<file path="src/rtl/crcg_consts.svh">
// Purpose: offsets, field positions, codes and reset values
// Assumes: included by bare name from the package and the top
// Notes: register index times four is the byte address
`ifndef CRCG_CONSTS_SVH
`define CRCG_CONSTS_SVH
`define CRCG_AW 8
`define CRCG_IDX_CONTROL 3'h0
`define CRCG_IDX_FLAGS 3'h2
`define CRCG_IDX_INPUT 3'h3
`define CRCG_IDX_SUM0 3'h4
`define CRCG_BIT_RST_HI 7
`define CRCG_BIT_RST_LO 6
`define CRCG_BIT_WIDE 5
`define CRCG_BIT_BUSY 0
`define CRCG_BIT_ZERO 1
`define CRCG_SRC_RSVD 4'h3
`define CRCG_POLY16 16'h1021
`define CRCG_POLY32 32'h04c11db7
`define CRCG_SRC_OFF 4'h0
`define CRCG_SRC_REG 4'h1
`define CRCG_SRC_NVM 4'h2
`define CRCG_SRC_CH0 4'h4
`define CRCG_SRC_CH1 4'h5
`define CRCG_SRC_CH2 4'h6
`define CRCG_SRC_CH3 4'h7
`define CRCG_SUM_ZEROS 32'h00000000
`define CRCG_SUM_ONES 32'hffffffff
`define CRCG_RESP_OKAY 2'h0
`define CRCG_RESP_SLVERR 2'h2
`endif

</file>
<file path="src/rtl/crcg_pkg.sv">
// Purpose: types shared by the generator and its bench
// Assumes: constants come from crcg_consts.svh
// Notes: source codes follow the control register field
`include "crcg_consts.svh"
package crcg_pkg;
  // input source selection
  typedef enum logic [3:0] {
    SRC_OFF = `CRCG_SRC_OFF,
    SRC_REG = `CRCG_SRC_REG,
    SRC_NVM = `CRCG_SRC_NVM,
    SRC_CH0 = `CRCG_SRC_CH0,
    SRC_CH1 = `CRCG_SRC_CH1,
    SRC_CH2 = `CRCG_SRC_CH2,
    SRC_CH3 = `CRCG_SRC_CH3
  } crcg_src_t;

  // bytes and end pulses from the four dma channels
  typedef struct packed {
    logic [3:0] valid;
    logic [3:0][7:0] data;
    logic [3:0] finish;
  } crcg_dma_t;

  // bytes and end pulse from the nonvolatile_controller
  typedef struct packed {
    logic valid;
    logic [7:0] data;
    logic finish;
  } crcg_nvm_t;

  // whole state of the generator
  typedef struct packed {
    logic [31:0] sum;
    logic wide;
    crcg_src_t src;
    logic busy;
    logic zero;
    logic rst_pend;
    logic rst_fill;
    logic awready;
    logic wready;
    logic bvalid;
    logic [1:0] bresp;
    logic arready;
    logic rvalid;
    logic [31:0] rdata;
    logic [1:0] rresp;
  } crcg_state_t;
endpackage

</file>
<file path="src/rtl/crcg_top.sv">
// Purpose: byte-wide crc generator with an axi4-lite register slave
// Assumes: dma and nonvolatile_controller inputs run on core_clk
// Notes: one write and one read under way at a time
//
// How it works
// - two polynomials, 16-bit 0x1021 and 32-bit 0x04c11db7
// - control bit 5 selects the 32-bit polynomial, 16-bit by default
// - polynomial select write ignored while busy
// - flash source always uses the 32-bit polynomial
// - input folded one byte at a time, one update per byte
// - 32-bit result reads bit reversed and complemented
// - reset field: 00 none, 01 reserved, 10 zeros, 11 ones
// - reset field reads zero, registers reset one cycle after write
// - source codes: off, register, flash, dma channels 0 to 3
// - chosen source locked until calculation completes or reset
// - selected dma channel bytes folded; result valid at its end
// - byte input register takes any number of bytes, one per write, at most one write every three cycles
// - updated checksum available one cycle after a byte input write
// - busy reads one while the selected source uses the generator
// - busy clears by software, dma end, or flash completion
// - zero flag set on zero result at completion, cleared on select
// - 32-bit residue over data plus appended checksum as specified
// - reversed view only for 32-bit and not busy, else raw value
// - flash source reads checksum as zero while busy
// - checksum bytes reset to zero, writable only when disabled
`timescale 1ns/1ps
`include "crcg_consts.svh"
module crcg_top (
  input wire logic core_clk,
  input wire logic rst,
  input wire logic s_awvalid,
  output logic s_awready,
  input wire logic [`CRCG_AW-1:0] s_awaddr,
  input wire logic s_wvalid,
  output logic s_wready,
  input wire logic [31:0] s_wdata,
  input wire logic [3:0] s_wstrb,
  output logic s_bvalid,
  input wire logic s_bready,
  output logic [1:0] s_bresp,
  input wire logic s_arvalid,
  output logic s_arready,
  input wire logic [`CRCG_AW-1:0] s_araddr,
  output logic s_rvalid,
  input wire logic s_rready,
  output logic [31:0] s_rdata,
  output logic [1:0] s_rresp,
  input wire crcg_pkg::crcg_dma_t dma_in,
  input wire crcg_pkg::crcg_nvm_t nvm_in
);
  crcg_pkg::crcg_state_t q;
  crcg_pkg::crcg_state_t n;

  // one byte through the shift register, msb-first feedback
  function automatic logic [31:0] crcg_step(
    input logic [31:0] s,
    input logic [7:0] b,
    input logic wide
  );
    logic [31:0] r;
    logic fb;
    integer i;
    r = s;
    for (i = 0; i < 8; i++)
    begin
      if (wide)
      begin
        // 32-bit takes data lsb first, hence the reversed readout
        fb = r[31] ^ b[i];
        r = {r[30:0], 1'b0} ^ (fb ? `CRCG_POLY32 : 32'h00000000);
      end
      else
      begin
        fb = r[15] ^ b[7-i];
        r[15:0] = {r[14:0], 1'b0} ^ (fb ? `CRCG_POLY16 : 16'h0000);
      end
    end
    return r;
  endfunction

  // mirror of all 32 bits
  function automatic logic [31:0] crcg_rev(input logic [31:0] s);
    logic [31:0] r;
    integer i;
    r = 32'h00000000;
    for (i = 0; i < 32; i++)
    begin
      r[i] = s[31-i];
    end
    return r;
  endfunction

  // what a reader sees of the running value
  function automatic logic [31:0] crcg_view(
    input logic [31:0] s,
    input logic wide,
    input logic nonvolatile_controller,
    input logic busy
  );
    logic [31:0] r;
    r = s;
    if (nonvolatile_controller && busy)
    begin
      r = 32'h00000000;
    end
    else if (wide && !busy)
    begin
      r = ~crcg_rev(s);
    end
    return r;
  endfunction

  logic [2:0] w_idx;
  logic [2:0] r_idx;
  logic w_map;
  logic r_map;
  logic wr_go;
  logic rd_go;
  logic wr_ctl;
  logic wr_flg;
  logic wr_in;
  logic wr_sum;
  logic [7:0] w_byte;
  logic wide_eff;
  logic src_is_ch;
  logic [1:0] ch;
  logic fold_reg;
  logic fold_ch;
  logic fold_nvm;
  logic fold;
  logic [7:0] fold_val;
  logic done;
  logic [31:0] sum_fold;
  logic [3:0] src_new;
  logic src_legal;

  // address decode; anything above index 7 is unmapped
  assign w_idx = s_awaddr[4:2];
  assign r_idx = s_araddr[4:2];
  assign w_map = (s_awaddr[`CRCG_AW-1:5] == 3'h0);
  assign r_map = (s_araddr[`CRCG_AW-1:5] == 3'h0);
  assign wr_go = q.awready & s_awvalid & s_wvalid;
  assign rd_go = q.arready & s_arvalid;
  assign w_byte = s_wdata[7:0];
  // registers are one byte wide, so only lane 0 writes
  assign wr_ctl = wr_go & w_map & s_wstrb[0] &
    (w_idx == `CRCG_IDX_CONTROL);
  assign wr_flg = wr_go & w_map & s_wstrb[0] &
    (w_idx == `CRCG_IDX_FLAGS);
  assign wr_in = wr_go & w_map & s_wstrb[0] &
    (w_idx == `CRCG_IDX_INPUT);
  assign wr_sum = wr_go & w_map & s_wstrb[0] & w_idx[2];

  // flash forces the wide polynomial whatever the bit holds
  assign wide_eff = q.wide | (q.src == crcg_pkg::SRC_NVM);
  assign src_is_ch = (q.src[3:2] == 2'b01);
  assign ch = q.src[1:0];

  // byte folding from the selected source only
  assign fold_reg = wr_in & (q.src == crcg_pkg::SRC_REG) & q.busy;
  assign fold_ch = src_is_ch & q.busy & dma_in.valid[ch];
  assign fold_nvm = (q.src == crcg_pkg::SRC_NVM) & q.busy & nvm_in.valid;
  assign fold = fold_reg | fold_ch | fold_nvm;
  assign fold_val = fold_reg ? w_byte :
    (fold_ch ? dma_in.data[ch] : nvm_in.data);
  assign sum_fold = fold ?
    crcg_step(q.sum, fold_val, wide_eff) : q.sum;

  // completion: software for register source, far end otherwise
  assign done = q.busy & (
    (wr_flg & s_wdata[`CRCG_BIT_BUSY] & (q.src == crcg_pkg::SRC_REG)) |
    (src_is_ch & dma_in.finish[ch]) |
    ((q.src == crcg_pkg::SRC_NVM) & nvm_in.finish));

  // reserved and undefined source codes are dropped
  assign src_new = w_byte[3:0];
  assign src_legal = !src_new[3] && (src_new != `CRCG_SRC_RSVD);

  // next state
  always_comb
  begin
    logic [31:0] fin;
    fin = 32'h00000000;
    n = q;
    n.sum = sum_fold;
    // write channel: take address and data together, one at a time
    n.awready = !q.awready && !q.bvalid && s_awvalid && s_wvalid;
    n.wready = !q.awready && !q.bvalid && s_awvalid && s_wvalid;
    if (q.bvalid && s_bready)
    begin
      n.bvalid = 1'b0;
    end
    if (wr_go)
    begin
      n.bvalid = 1'b1;
      n.bresp = w_map ? `CRCG_RESP_OKAY : `CRCG_RESP_SLVERR;
    end
    if (wr_ctl)
    begin
      if (!q.busy)
      begin
        n.wide = w_byte[`CRCG_BIT_WIDE];
      end
      if (!q.busy && src_legal)
      begin
        // selection locked while busy
        n.src = crcg_pkg::crcg_src_t'(src_new);
        n.busy = (src_new != `CRCG_SRC_OFF);
        n.zero = 1'b0;
      end
      // 01 is reserved and does nothing
      if (w_byte[`CRCG_BIT_RST_HI])
      begin
        n.rst_pend = 1'b1;
        n.rst_fill = w_byte[`CRCG_BIT_RST_LO];
      end
    end
    if (wr_sum && (q.src == crcg_pkg::SRC_OFF))
    begin
      n.sum[{w_idx[1:0], 3'b000} +: 8] = w_byte;
    end
    // completion comes after selection so a set is never lost
    if (done)
    begin
      n.busy = 1'b0;
      fin = crcg_view(sum_fold, wide_eff, 1'b0, 1'b0);
      n.zero = wide_eff ? (fin == 32'h00000000) :
        (fin[15:0] == 16'h0000);
    end
    // deferred module reset overrides every other sum, control and flag update
    if (q.rst_pend)
    begin
      n.sum = q.rst_fill ? `CRCG_SUM_ONES : `CRCG_SUM_ZEROS;
      n.wide = 1'b0;
      n.src = crcg_pkg::SRC_OFF;
      n.busy = 1'b0;
      n.zero = 1'b0;
      n.rst_pend = 1'b0;
      n.rst_fill = 1'b0;
    end
    // read channel: one read at a time
    n.arready = !q.arready && !q.rvalid && s_arvalid;
    if (q.rvalid && s_rready)
    begin
      n.rvalid = 1'b0;
    end
    if (rd_go)
    begin
      n.rvalid = 1'b1;
      n.rresp = r_map ? `CRCG_RESP_OKAY : `CRCG_RESP_SLVERR;
      fin = crcg_view(q.sum, wide_eff,
        q.src == crcg_pkg::SRC_NVM, q.busy);
      n.rdata = 32'h00000000;
      if (r_map)
      begin
        case (r_idx)
          `CRCG_IDX_CONTROL:
            n.rdata[7:0] = {2'b00, q.wide, 1'b0, q.src};
          `CRCG_IDX_FLAGS:
            n.rdata[7:0] = {6'h00, q.zero, q.busy};
          `CRCG_IDX_SUM0, 3'h5, 3'h6, 3'h7:
            n.rdata[7:0] = fin[{r_idx[1:0], 3'b000} +: 8];
          default:
            n.rdata[7:0] = 8'h00;
        endcase
      end
    end
  end

  // state register
  always_ff @(posedge core_clk or posedge rst)
  begin
    if (rst)
    begin
      q <= '0;
    end
    else
    begin
      q <= n;
    end
  end

  // outputs straight from the state register
  assign s_awready = q.awready;
  assign s_wready = q.wready;
  assign s_bvalid = q.bvalid;
  assign s_bresp = q.bresp;
  assign s_arready = q.arready;
  assign s_rvalid = q.rvalid;
  assign s_rdata = q.rdata;
  assign s_rresp = q.rresp;

  // polynomial cannot move during a calculation
  property p_poly_hold;
    @(posedge core_clk) disable iff (rst)
    (q.busy && !q.rst_pend) |=> (q.wide == $past(q.wide));
  endproperty
  a_poly_hold: assert property (p_poly_hold)
    else $error("polynomial changed while busy");

  // source held while busy
  property p_src_lock;
    @(posedge core_clk) disable iff (rst)
    (q.busy && !q.rst_pend) |=> (q.src == $past(q.src));
  endproperty
  a_src_lock: assert property (p_src_lock)
    else $error("source changed while busy");

  // reset command lands two edges after the write
  property p_rst_apply;
    @(posedge core_clk) disable iff (rst)
    (wr_ctl && s_wdata[7] && !q.rst_pend) |=> q.rst_pend ##1
    (q.sum == {32{$past(s_wdata[6], 2)}} && !q.busy &&
    q.src == crcg_pkg::SRC_OFF);
  endproperty
  a_rst_apply: assert property (p_rst_apply)
    else $error("reset command not applied on time");

  // byte input outside a register calculation does nothing
  property p_input_ignored;
    @(posedge core_clk) disable iff (rst)
    (wr_in && !(q.src == crcg_pkg::SRC_REG && q.busy) &&
    !fold && !q.rst_pend && !wr_sum) |=> $stable(q.sum);
  endproperty
  a_input_ignored: assert property (p_input_ignored)
    else $error("ignored byte input changed checksum");

  // register-fed byte shows one cycle later
  property p_byte_next;
    @(posedge core_clk) disable iff (rst)
    (fold_reg && !q.rst_pend) |=>
    (q.sum == crcg_step($past(q.sum), $past(w_byte), $past(wide_eff)));
  endproperty
  a_byte_next: assert property (p_byte_next)
    else $error("checksum not updated after byte input");

  // software write of one clears busy for register source
  property p_reg_done;
    @(posedge core_clk) disable iff (rst)
    (wr_flg && s_wdata[0] && q.busy && q.src == crcg_pkg::SRC_REG)
    |=> !q.busy;
  endproperty
  a_reg_done: assert property (p_reg_done)
    else $error("busy not cleared by software");

  // dma channel end clears busy
  property p_dma_done;
    @(posedge core_clk) disable iff (rst)
    (src_is_ch && q.busy && dma_in.finish[ch]) |=> !q.busy;
  endproperty
  a_dma_done: assert property (p_dma_done)
    else $error("busy not cleared at dma end");

  // flash checksum hidden while busy
  property p_nvm_hidden;
    @(posedge core_clk) disable iff (rst)
    (rd_go && r_map && r_idx[2] && q.busy &&
    q.src == crcg_pkg::SRC_NVM) |=> (s_rvalid && s_rdata == 32'h0);
  endproperty
  a_nvm_hidden: assert property (p_nvm_hidden)
    else $error("flash checksum visible while busy");

  // legal selection other than off sets busy and clears zero
  property p_select;
    @(posedge core_clk) disable iff (rst)
    (wr_ctl && !q.busy && src_legal && src_new != 4'h0 &&
    !s_wdata[7] && !q.rst_pend) |=> (q.busy && !q.zero);
  endproperty
  a_select: assert property (p_select)
    else $error("selection did not set busy or clear zero");

  // checksum writes refused unless disabled
  property p_sum_locked;
    @(posedge core_clk) disable iff (rst)
    (wr_sum && q.src != crcg_pkg::SRC_OFF && !q.busy &&
    !q.rst_pend) |=> $stable(q.sum);
  endproperty
  a_sum_locked: assert property (p_sum_locked)
    else $error("checksum written while a source is selected");

  // reset field and reserved bit read zero
  property p_ctl_read;
    @(posedge core_clk) disable iff (rst)
    (rd_go && r_map && r_idx == 3'h0) |=>
    (s_rvalid && s_rdata[7:6] == 2'b00 && !s_rdata[4]);
  endproperty
  a_ctl_read: assert property (p_ctl_read)
    else $error("reserved control bits read nonzero");
endmodule // crcg_top

</file>
<file path="config.mk">
export PLATFORM = sky130hd
export DESIGN_NAME = crcg_top
export DESIGN_NICKNAME = d
export VERILOG_FILES = /design/src/rtl/crcg_pkg.sv /design/src/rtl/crcg_top.sv
export VERILOG_INCLUDE_DIRS = /design/src /design/src/rtl
export SDC_FILE = /design/constraint.sdc
export NUM_CORES = 1
export LEC_CHECK = 0
export BUFFER_PORTS_ARGS = -buffer_cell sky130_fd_sc_hd__buf_2
export CAP_MARGIN = 40
export CELL_PAD_IN_SITES_DETAIL_PLACEMENT = 0
export CELL_PAD_IN_SITES_GLOBAL_PLACEMENT = 1
export CORE_MARGIN = 3
export CORE_UTILIZATION = 30
export CTS_CLUSTER_DIAMETER = 150
export DETAILED_ROUTE_END_ITERATION = 10
export PLACE_DENSITY = 0.68
export REMOVE_ABC_BUFFERS = 1
export SLEW_MARGIN = 20
export SYNTH_ARGS = -nofsm -noshare
export SYNTH_HDL_FRONTEND = slang
export SYNTH_SLANG_ARGS = --single-unit
</file>
<file path="constraint.sdc">
create_clock -name core_clk -period 4.25 [get_ports core_clk]
set_input_delay 0.85 -clock core_clk [delete_from_list [all_inputs] [get_ports core_clk]]
set_output_delay 0.85 -clock core_clk [all_outputs]
set_load 0.1 [all_outputs]
</file>
# ---- Word-level counts from Yosys, hierarchy flattened
# Cells that the tools add are included.
dict set report totals {
  word_cells 192
  input_bits 109
  out_inout_bits 41
  regBits 57
}
dict set report classes {
  eq_ne 12
  mux 64
  shifts 3
  add_sub_neg 1
  reduce_logical 38
  n_bitwise 59
  order_cmp 1
}
# cell count
set op_table {}
lappend op_table {{16-bit 2-to-1 mux} 16}
lappend op_table {{32-bit 2-to-1 mux} 8}
lappend op_table {{32-bit by 27-bit bitwise XOR with 32-bit output} 8}
lappend op_table {{27-bit 2-to-1 mux} 8}
lappend op_table {{16-bit by 13-bit bitwise XOR with 16-bit output} 8}
lappend op_table {{13-bit 2-to-1 mux} 8}
lappend op_table {{32-bit inverter} 2}
lappend op_table {{41-bit 2-to-1 mux} 1}
lappend op_table {{35-bit 2-to-1 mux} 1}
lappend op_table {{32-bit bitwise mux} 1}
lappend op_table {{32-bit zero test} 1}
lappend op_table {{8-bit 2-to-1 mux} 4}
lappend op_table {{8-bit by 7-bit variable shift with 32-bit output, first input constant} 1}
lappend op_table {{32-bit by 6-bit indexed part select with 8-bit output} 1}
lappend op_table {{8-bit by 7-bit indexed part select with 32-bit output} 1}
lappend op_table {{8-bit case mux with 3 select lines} 1}
lappend op_table {{1-bit bitwise AND} 20}
lappend op_table {{8-bit binary-select mux with 2-bit select} 1}
lappend op_table {{16-bit zero test} 1}
lappend op_table {{1-bit bitwise XOR} 16}
lappend op_table {{3-bit equality test, second input constant} 4}
lappend op_table {{1-bit logical AND} 12}
lappend op_table {{3-bit zero test} 4}
lappend op_table {{2-bit nonzero test} 5}
lappend op_table {{other kinds (21)} 45}

# ---- Logic depth before layout (Yosys ltp)
# Gate-level depths: netlist (run 1).
dict set report logic_depth {
  ltp_word 48
  depth_mapped 17
  ltp_nobuf 13
}

# ---- Worst setup path after synthesis (run 1)
# Ideal clock, no wire load.
dict set report synth_timing {
  path_type {input-to-reg}
  start {input s_awaddr[6]}
  end {register q[43] (netlist bit)}
  path_slack_ns -0.210
  required_ns 4.154
  path_stages 14
  t_arrival_ns 4.364
  setup_ns 0.096
  n_path_buf 2
  path_cell_list {nor4b_1 > and4_1 > clkbuf_1 > buf_2 > nor3_1 > o21bai_1 > xor2_1 > xnor3_1 > nand2b_1 > xnor3_1 > a211o_1 > a211oi_1 > nand4_1 > a311oi_2}
}
dict set report synth_between {
  elab_chain_cells 35
  elab_cells_between_ends 92
  cone_classes {39 x mux; 47 x bitwise; 6 x reduce/logical}
}
# item line_no
set synth_lines {}
lappend synth_lines {{start: declaration} crcg_top.sv:33} ;# input wire logic [`CRCG_AW-1:0] s_awaddr,
lappend synth_lines {{3-bit zero test (*)} crcg_top.sv:140} ;# assign w_map = (s_awaddr[`CRCG_AW-1:5] == 3'h0);
lappend synth_lines {{1-bit bitwise AND (*) (2 in a row)} {crcg_top.sv:146, crcg_top.sv:148, crcg_top.sv:150}}
lappend synth_lines {{1-bit bitwise AND} crcg_top.sv:150} ;# assign wr_in = wr_go & w_map & s_wstrb[0] &
lappend synth_lines {{1-bit bitwise AND (2 in a row)} crcg_top.sv:160} ;# assign fold_reg = wr_in & (q.src == crcg_pkg::SRC_REG) & q.busy;
lappend synth_lines {{8-bit 2-to-1 mux} crcg_top.sv:164} ;# assign fold_val = fold_reg ? w_byte :
lappend synth_lines {{1-bit bitwise XOR (on tied branches)} {crcg_top.sv:69, crcg_top.sv:74}}
lappend synth_lines {{27-bit 2-to-1 mux or 13-bit 2-to-1 mux (tied branches)} {crcg_top.sv:70, crcg_top.sv:75}}
lappend synth_lines {{32-bit by 27-bit bitwise XOR with 32-bit output or 16-bit by 13-bit bitwise XOR with 16-bit output (tied branches)} {crcg_top.sv:70, crcg_top.sv:75}}
lappend synth_lines {{[17 not listed]} --}
lappend synth_lines {{32-bit 2-to-1 mux} crcg_top.sv:166} ;# assign sum_fold = fold ?
lappend synth_lines {{32-bit inverter} crcg_top.sv:108} ;# r = ~crcg_rev(s);
lappend synth_lines {{32-bit 2-to-1 mux} crcg_top.sv:106} ;# else if (wide && !busy)
lappend synth_lines {{32-bit 2-to-1 mux} crcg_top.sv:223} ;# if (done)
lappend synth_lines {{32-bit zero test or 16-bit zero test (tied branches)} {crcg_top.sv:227, crcg_top.sv:228}}
lappend synth_lines {{1-bit 2-to-1 mux} crcg_top.sv:227} ;# n.zero = wide_eff ? (fin == 32'h00000000) :
lappend synth_lines {{2-bit 2-to-1 mux} crcg_top.sv:223}
lappend synth_lines {{41-bit 2-to-1 mux} crcg_top.sv:231} ;# if (q.rst_pend)
lappend synth_lines {{end signal: assignment} crcg_top.sv:279} ;# q <= n;
lappend synth_lines {{end: declaration} crcg_top.sv:51} ;# crcg_pkg::crcg_state_t q;
# Every way passes the cells marked *; elsewhere a longest branch is shown, timed or not. The select of a mux whose other input is x is not followed.
# A chain may end at the register's enable or synchronous reset.

# ---- Worst setup path in the final report (run 1)
dict set report layout_timing {
  start {input dma_in[39] (netlist bit)}
  end {register q[43] (netlist bit)}
}
dict set report layout_between {
  elab_chain_cells 33
  elab_cells_between_ends 80
  cone_classes {42 x mux; 36 x bitwise; 2 x reduce/logical}
}
# item line_no
set layout_lines {}
lappend layout_lines {{start: declaration} crcg_top.sv:48} ;# input wire crcg_pkg::crcg_dma_t dma_in,
lappend layout_lines {{1-bit binary-select mux with 2-bit select (*)} crcg_top.sv:161} ;# assign fold_ch = src_is_ch & q.busy & dma_in.valid[ch];
lappend layout_lines {{1-bit 2-to-1 mux (implied by the code) (*)} crcg_top.sv:161}
lappend layout_lines {{1-bit bitwise AND (*)} crcg_top.sv:161}
lappend layout_lines {{8-bit 2-to-1 mux} crcg_top.sv:165} ;# (fold_ch ? dma_in.data[ch] : nvm_in.data);
lappend layout_lines {{8-bit 2-to-1 mux} crcg_top.sv:164}
lappend layout_lines {{1-bit bitwise XOR (on tied branches)} {crcg_top.sv:69, crcg_top.sv:74}}
lappend layout_lines {{27-bit 2-to-1 mux or 13-bit 2-to-1 mux (tied branches)} {crcg_top.sv:70, crcg_top.sv:75}}
lappend layout_lines {{32-bit by 27-bit bitwise XOR with 32-bit output or 16-bit by 13-bit bitwise XOR with 16-bit output (tied branches)} {crcg_top.sv:70, crcg_top.sv:75}}
lappend layout_lines {{[17 not listed]} --}
lappend layout_lines {{32-bit 2-to-1 mux (*)} crcg_top.sv:166}
lappend layout_lines {{32-bit inverter} crcg_top.sv:108}
lappend layout_lines {{32-bit 2-to-1 mux (*)} crcg_top.sv:106}
lappend layout_lines {{32-bit 2-to-1 mux (*)} crcg_top.sv:223}
lappend layout_lines {{32-bit zero test or 16-bit zero test (tied branches)} {crcg_top.sv:227, crcg_top.sv:228}}
lappend layout_lines {{1-bit 2-to-1 mux (*)} crcg_top.sv:227}
lappend layout_lines {{2-bit 2-to-1 mux (*)} crcg_top.sv:223}
lappend layout_lines {{41-bit 2-to-1 mux (*)} crcg_top.sv:231}
# Marked as above.

==> results of run 1 <==
[state kept, by name, summed over array words and instances, names as in the netlist]
| register | flops |
|---|---|
| q | 39 |
| s_rdata | 8 |
| ch | 2 |
| s_arready | 1 |
| s_bresp | 1 |
| s_bvalid | 1 |
| s_rresp | 1 |
| s_rvalid | 1 |
| s_wready | 1 |
[metal layers]
layer / vias up / GRT usage
li1: 3269 / -
met3: 54 / 0.0353
met2: 323 / 0.359
met1: 3334 / 0.303
met4: 0 / 0.0743
met5: - / 0
[timing repair]
action / 4_1_cts / 5_1_grt
gates resized for setup: 43 / 43
endpoints found under the setup margin: 3 / 6
pin swaps: 26 / 21
endpoints found under the hold margin: 0 / 0
setup buffers: 11 / 14
cloned: 1 / 1
[kinds of logic after synthesis]
group,synth area share
other,0.000594
adders and majority gates,0.00991
and+or+nand+nor,0.232
xor gates and xnor gates,0.135
AOI/OAI and AO/OA,0.229
buffers and inverters,0.0902
muxes,0.0861
DFF,0.218
[stage by stage]
stage,util,hold WS [ns]
after global routing,0.431,0.485
after detailed placement,0.393,0.457
after CTS,0.415,0.469
after floorplan,-,0.490
after global placement,0.392,0.447
final,0.431,0.464
[layout make-up]
cell class	instances	area, um^2
multi-input cells	639	4820
clock buffers	6	129
flip-flops and latches	55	1380
well taps	270	338
fillers	2074	11600
inverters	10	37.5
clock inverters	2	60.1
repair buffers	290	2050
[power groups by stage]
| stage | Combinational [uW] | Sequential, uW | Clock (uW) |
|---|---|---|---|
| after detailed placement | 573 | 561 | 0 |
| after global placement | 569 | 561 | 0 |
| after floorplan | 305 | 617 | 0 |
| after CTS | 593 | 551 | 542 |
| final | 627 | 552 | 533 |
| after global routing | 662 | 553 | 572 |
[worst max-delay path: stages]
cell      delay, ns
buf_6          0.09
mux4_2         0.52
buf_6          0.14
and3_4         0.15
o2111a_2       0.28
or4_4          0.59
xnor2_4        0.18
buf_6          0.13
mux2i_4        0.18
a221oi_2       0.27
o2111a_1       0.24
nand4_1        0.12
nor4_2         0.32
buf_4          0.16
nand4_1        0.11
a311oi_2       0.26
[worst paths after layout]
path	startpoint	end	slack [ns]	depth (start not counted)
setup / recovery	dma_in[39]	q[43]	-0.16	16
hold / removal	s_rvalid	s_arready	0.46	1
setup reg to reg	ch[1]	q[43]	-0.13	16
hold reg to reg	s_rvalid	s_arready	0.46	1
max in group asynchronous	rst	q[75]	2.84	3
min in group asynchronous	rst	s_rvalid	0.58	2
[synthesized netlist by cell type (7+ instances only)]
master    number
o211ai_1      11
nand4_1       16
xnor2_1       47
clkbuf_1      53
mux4_2        16
nor4_1         9
nor3_1        12
a21oi_1       50
o21ai_0       51
nand2_1       67
nand3_1       15
or4_1          8
and3_1        16
inv_1         10
nor2_1        91
xnor3_1       10
xor2_1        18
mux2i_1       16
a211oi_1       7
a221oi_1      30
dfrtp_1       55
buf_4         37
buf_2          8
==> results.txt, run 1 <==
register area share after synthesis: 0.218
Finished Layout Cells: 1272
grt ovf: 0
Post-synth top flop: dfrtp_1
initial antenna violation count: 0
outcome: finished, violations left
Net Switching: 591 uW
first-pass detailed-route iteration total: 5
number of max-cap violations: 0
Routed WL per cell: 20.0 um
Syn Std Cell Area: 0.00631 mm^2
VDD IR max: 0.174 mV
DIE AREA: 0.0228 mm^2
most frequent cells in the layout: 184 x buf_4, 91 x nor2_1, 88 x buf_2
switching share of power: 0.345
TNS Setup: -0.165 ns
met3 wire length: 1.90 mm
Metal-1 WL: 10.8 mm
failing checks: setup timing
dominant cells by area after synthesis: dfrtp_1 22%, xnor2_1 6.5%, mux4_2 5.7%, nor2_1 5.4%, buf_4 4.4%
fin nets: 1115
Setup-failing EPs final: 1
DRC violations left: 0
CTS Root Cell: clkbuf_16
Global Route Usage Sum: 0.222
num rows: 52
clk_skew: 0.00659 ns
Sequential Power Share: 0.322
asr flop ratio synth: 1.00
Met2 Wirelength: 11.9 mm
iteration-0 DRC count of the detailed router: 590
DP Area: 0.00802 mm^2
worst skew pair latency: 0.30 ns
Post-synth EDFFs: 0
dpl cells: 1239
relative slew slack: 0.470
vias in the first global route: 6621
P_leak: 0.00405 uW
Top Layer Used: met4
Pins Over Slew Limit: 0
core area: 0.0204 mm^2
RSZ-0062 raised after global routing: true
commonest non-fill, non-tap cell in the layout: buf_4
Clock power frac: 0.311
final WL: 25.4 mm
Synth warnings: 0
clock transition at the registers of the reported paths: 0.07 ns
area grow syn2layout: 39.7%
number of port buffers: 92
Design Power: 1710 uW
Int Pwr: 1120 uW
synthesized instance count: 778
cell area after layout: 0.00881 mm^2
Yosys reg bits: 55
fin crit period: 4.41 ns
Worst-Margin Slew: 0.790 ns
CTS H-tree depth: 2
Hold Buf Count CTS: 0
P per Cell Area: 194 mW/mm^2
CTS buffer count: 5
I/O Pins: 150
first-pass GRT wire length: 38.5 mm
Die Y: 151 um
post-synthesis average cell area: 8.11 um^2
Die Wd: 151 um
worst-path fanout max: 3
gpl congestion: 0.948
logic gate share of total power: 0.366
Post-DP HPWL: 20.0 mm
Hold Path Class: reg2reg
f_max: 227 MHz
vias per cell: 5.49
starting density of the core: 0.309
clock sinks: 55
clk buf depth: 2
dominant cell type by area after synthesis: dfrtp_1
post-route ant nets: 0
CP arrival: 4.62 ns
pre-CTS setup slack: -0.519 ns
Final WS setup: -0.165 ns
Critical Path RT: 4.45 ns
via count: 6980
Netlist cell types: 77
Critical Path Sink Type: register
Worst setup SP type: input pin
layout cell share with drive strength beyond 1: 0.381
n_diodes: 0
Hold Vio Cnt, Final: 0
largest net degree at the start of global routing: 43
fin crit share: 1.04
Crit Path Class: in2reg
CTS tree: yes
post-synth top area share: 0.218
Power figures use the tool's default switching activity.
==> inputs of run 2 (changes only) <==
--- a/config.mk
+++ b/config.mk
@@ -12,6 +12,7 @@
 export CELL_PAD_IN_SITES_GLOBAL_PLACEMENT = 1
 export CORE_MARGIN = 3
 export CORE_UTILIZATION = 30
+export CTS_BUF_LIST = sky130_fd_sc_hd__clkbuf_4 sky130_fd_sc_hd__clkbuf_8
 export CTS_CLUSTER_DIAMETER = 150
 export DETAILED_ROUTE_END_ITERATION = 10
 export PLACE_DENSITY = 0.68
==> run 2 against run 1 <==
The flow still finishes with violations (setup timing). Die area stayed put. Critical path depth stayed put. Combinational power hardly changed. Cell count hardly changed. Global-route usage is 0.077 points lower. Highest routed layer unchanged.
==> results.txt, run 2 (synthesized netlist as in run 1, its figures left out) <==
pre-CTS setup slack: -0.519 ns (unchanged)
outcome: finished, violations left
Critical Path RT: 4.48 ns (+0.03 ns)
clock sinks: 55 (unchanged)
fin crit share: 1.02 (-0.0167)
first-pass detailed-route iteration total: 5 (unchanged)
r2r endpoint: q[43]
worst skew pair latency: 0.32 ns (+0.02 ns)
Crit Path Class: in2reg
first-pass GRT wire length: 38.6 mm (+0.29%)
fin crit period: 4.34 ns (-0.0709 ns)
Hold Path Class: reg2reg
DIE AREA: 0.0228 mm^2 (unchanged)
Critical R2R Launch: ch[0]
Post-DP HPWL: 20.0 mm (unchanged)
RSZ-0062 raised after global routing: true
Global Route Usage Sum: 0.221 (-0.000771)
CP arrival: 4.57 ns (-0.05 ns)
Metal-1 WL: 11.0 mm (+2.1%)
Hold Buf Count CTS: 0 (unchanged)
VDD IR max: 0.183 mV (+5.1%)
clk buf depth: 2 (unchanged)
initial antenna violation count: 0 (unchanged)
gpl congestion: 0.948 (unchanged)
Die Wd: 151 um (unchanged)
num rows: 52 (unchanged)
Worst setup SP type: input pin
number of port buffers: 92 (unchanged)
clock transition at the registers of the reported paths: 0.11 ns (+0.04 ns)
most frequent cells in the layout: 183 x buf_4, 90 x nor2_1, 88 x buf_2
fin nets: 1114 (-0.090%)
CTS H-tree depth: 2 (unchanged)
I/O Pins: 150 (unchanged)
P per Cell Area: 183 mW/mm^2 (-5.7%)
area grow syn2layout: 38.9%
clk_skew: 0.0111 ns (+0.00454 ns)
max reg flops: 39 (unchanged)
Worst Reg-to-Reg Cells: 16 (unchanged)
Routed WL per cell: 20.0 um (about the same)
worst-path fanout max: 3 (unchanged)
failing checks: setup timing
via count: 6977 (-0.043%)
f_max: 230 MHz (+1.6%)
Top Layer Used: met4
CTS buffer count: 5 (unchanged)
worst hold path stage count: 1 (unchanged)
grt ovf: 0 (unchanged)
Critical Path Sink Type: register
relative slew slack: 0.483 (+0.0138)
DRC violations left: 0 (unchanged)
Worst-Margin Slew: 0.769 ns (-0.0206 ns)
layout cell share with drive strength beyond 1: 0.385 (+0.00338)
CTS tree: yes
met3 wire length: 1.78 mm (-6.6%)
starting density of the core: 0.309 (unchanged)
hold_ws: 0.470 ns (+0.00611 ns)
Setup-failing EPs final: 1 (unchanged)
hold_sp: s_rvalid
r2r setup slk: -0.06 ns (+0.07 ns)
P_leak: 0.00403 uW (-0.42%)
Met2 Wirelength: 11.9 mm (+0.69%)
iteration-0 DRC count of the detailed router: 562 (-4.7%)
Die Y: 151 um (unchanged)
Worst Hold End: s_arready
final WL: 25.4 mm (about the same)
n_diodes: 0 (unchanged)
number of max-cap violations: 0 (unchanged)
Hold Vio Cnt, Final: 0 (unchanged)
Reg with most FFs: q
vias in the first global route: 6643 (+0.33%)
# fillers: 2081 (+0.34%)
vias per cell: 5.49 (about the same)
Pins Over Slew Limit: 0 (unchanged)
commonest non-fill, non-tap cell in the layout: buf_4
Final WS setup: -0.0941 ns (+0.0709 ns)
post-route ant nets: 0 (unchanged)
largest net degree at the start of global routing: 43 (unchanged)
CTS Root Cell: clkbuf_8
core area: 0.0204 mm^2 (unchanged)
-- run 2: metrics by stage --
stage | TNS [ns] | std cells | util | total power [uW] | area [um^2]
after floorplan | -14.92 | 703 | - | 922 | 5870
after global placement | -2.25 | 1238 | 0.392 | 1130 | 8010
after detailed placement | -2.20 | 1239 | 0.393 | 1130 | 8020
after CTS | 0 | 1261 | 0.413 | 1580 | 8440
after global routing | -0.391 | 1271 | 0.429 | 1670 | 8770
final | -0.0941 | 1271 | 0.429 | 1600 | 8770
-- run 2: report_power, final --
group	total [uW]	switching (uW)	internal [uW]
Sequential	552	16.7	535
Clock	429	187	242
Combinational	624	379	245
Total	1600	582	1020
-- run 2: per-layer routing --
| layer | global-route usage | vias up |
|---|---|---|
| met2 | 0.368 | 278 |
| met5 | 0 | - |
| li1 | - | 3274 |
| met4 | 0.0481 | 0 |
| met3 | 0.0353 | 48 |
| met1 | 0.304 | 3377 |
-- run 2: layout make-up --
class                   instances  area (um^2)  area share
multi-input cells             639         4830       0.551
inverters                      10         37.5     0.00428
clock buffers                   6         76.3     0.00871
repair buffers                289         2040       0.233
clock inverters                 2         60.1     0.00685
well taps                     270          338      0.0385
flip-flops and latches         55         1380       0.157
-- run 2: what timing repair did --
item                       in CTS  in global routing
setup buffers                  13                 11
gates resized for setup        39                 51
cloned                          1                  0
pin swaps                      23                 23
setup endpoints to repair       2                  5
-- run 2: how the worst max path moves through the flow --
stage	slack (ns)	startpoint	to	depth (start not counted)
3_5_place_dp	-0.52	dma_in[39]	q[43]	15
5_1_grt	-0.20	ch[0]	q[43]	16
6_report	-0.09	dma_in[39]	q[43]	16
2_1_floorplan	-1.19	s_wready	q[43]	10
3_3_place_gp	-0.44	dma_in[39]	q[43]	14
4_1_cts	0.0008	dma_in[39]	q[43]	17
-- run 2: worst max-delay path, cell delays in order --
cell,delay (ns)
buf_6,0.09
mux4_2,0.51
buf_6,0.14
and3_4,0.15
o2111a_2,0.27
or4_4,0.59
xnor2_4,0.18
buf_6,0.13
mux2i_4,0.18
a221oi_2,0.26
o2111a_1,0.24
nand4_1,0.12
nor4_2,0.32
buf_4,0.17
nand4_1,0.09
a311oi_2,0.26
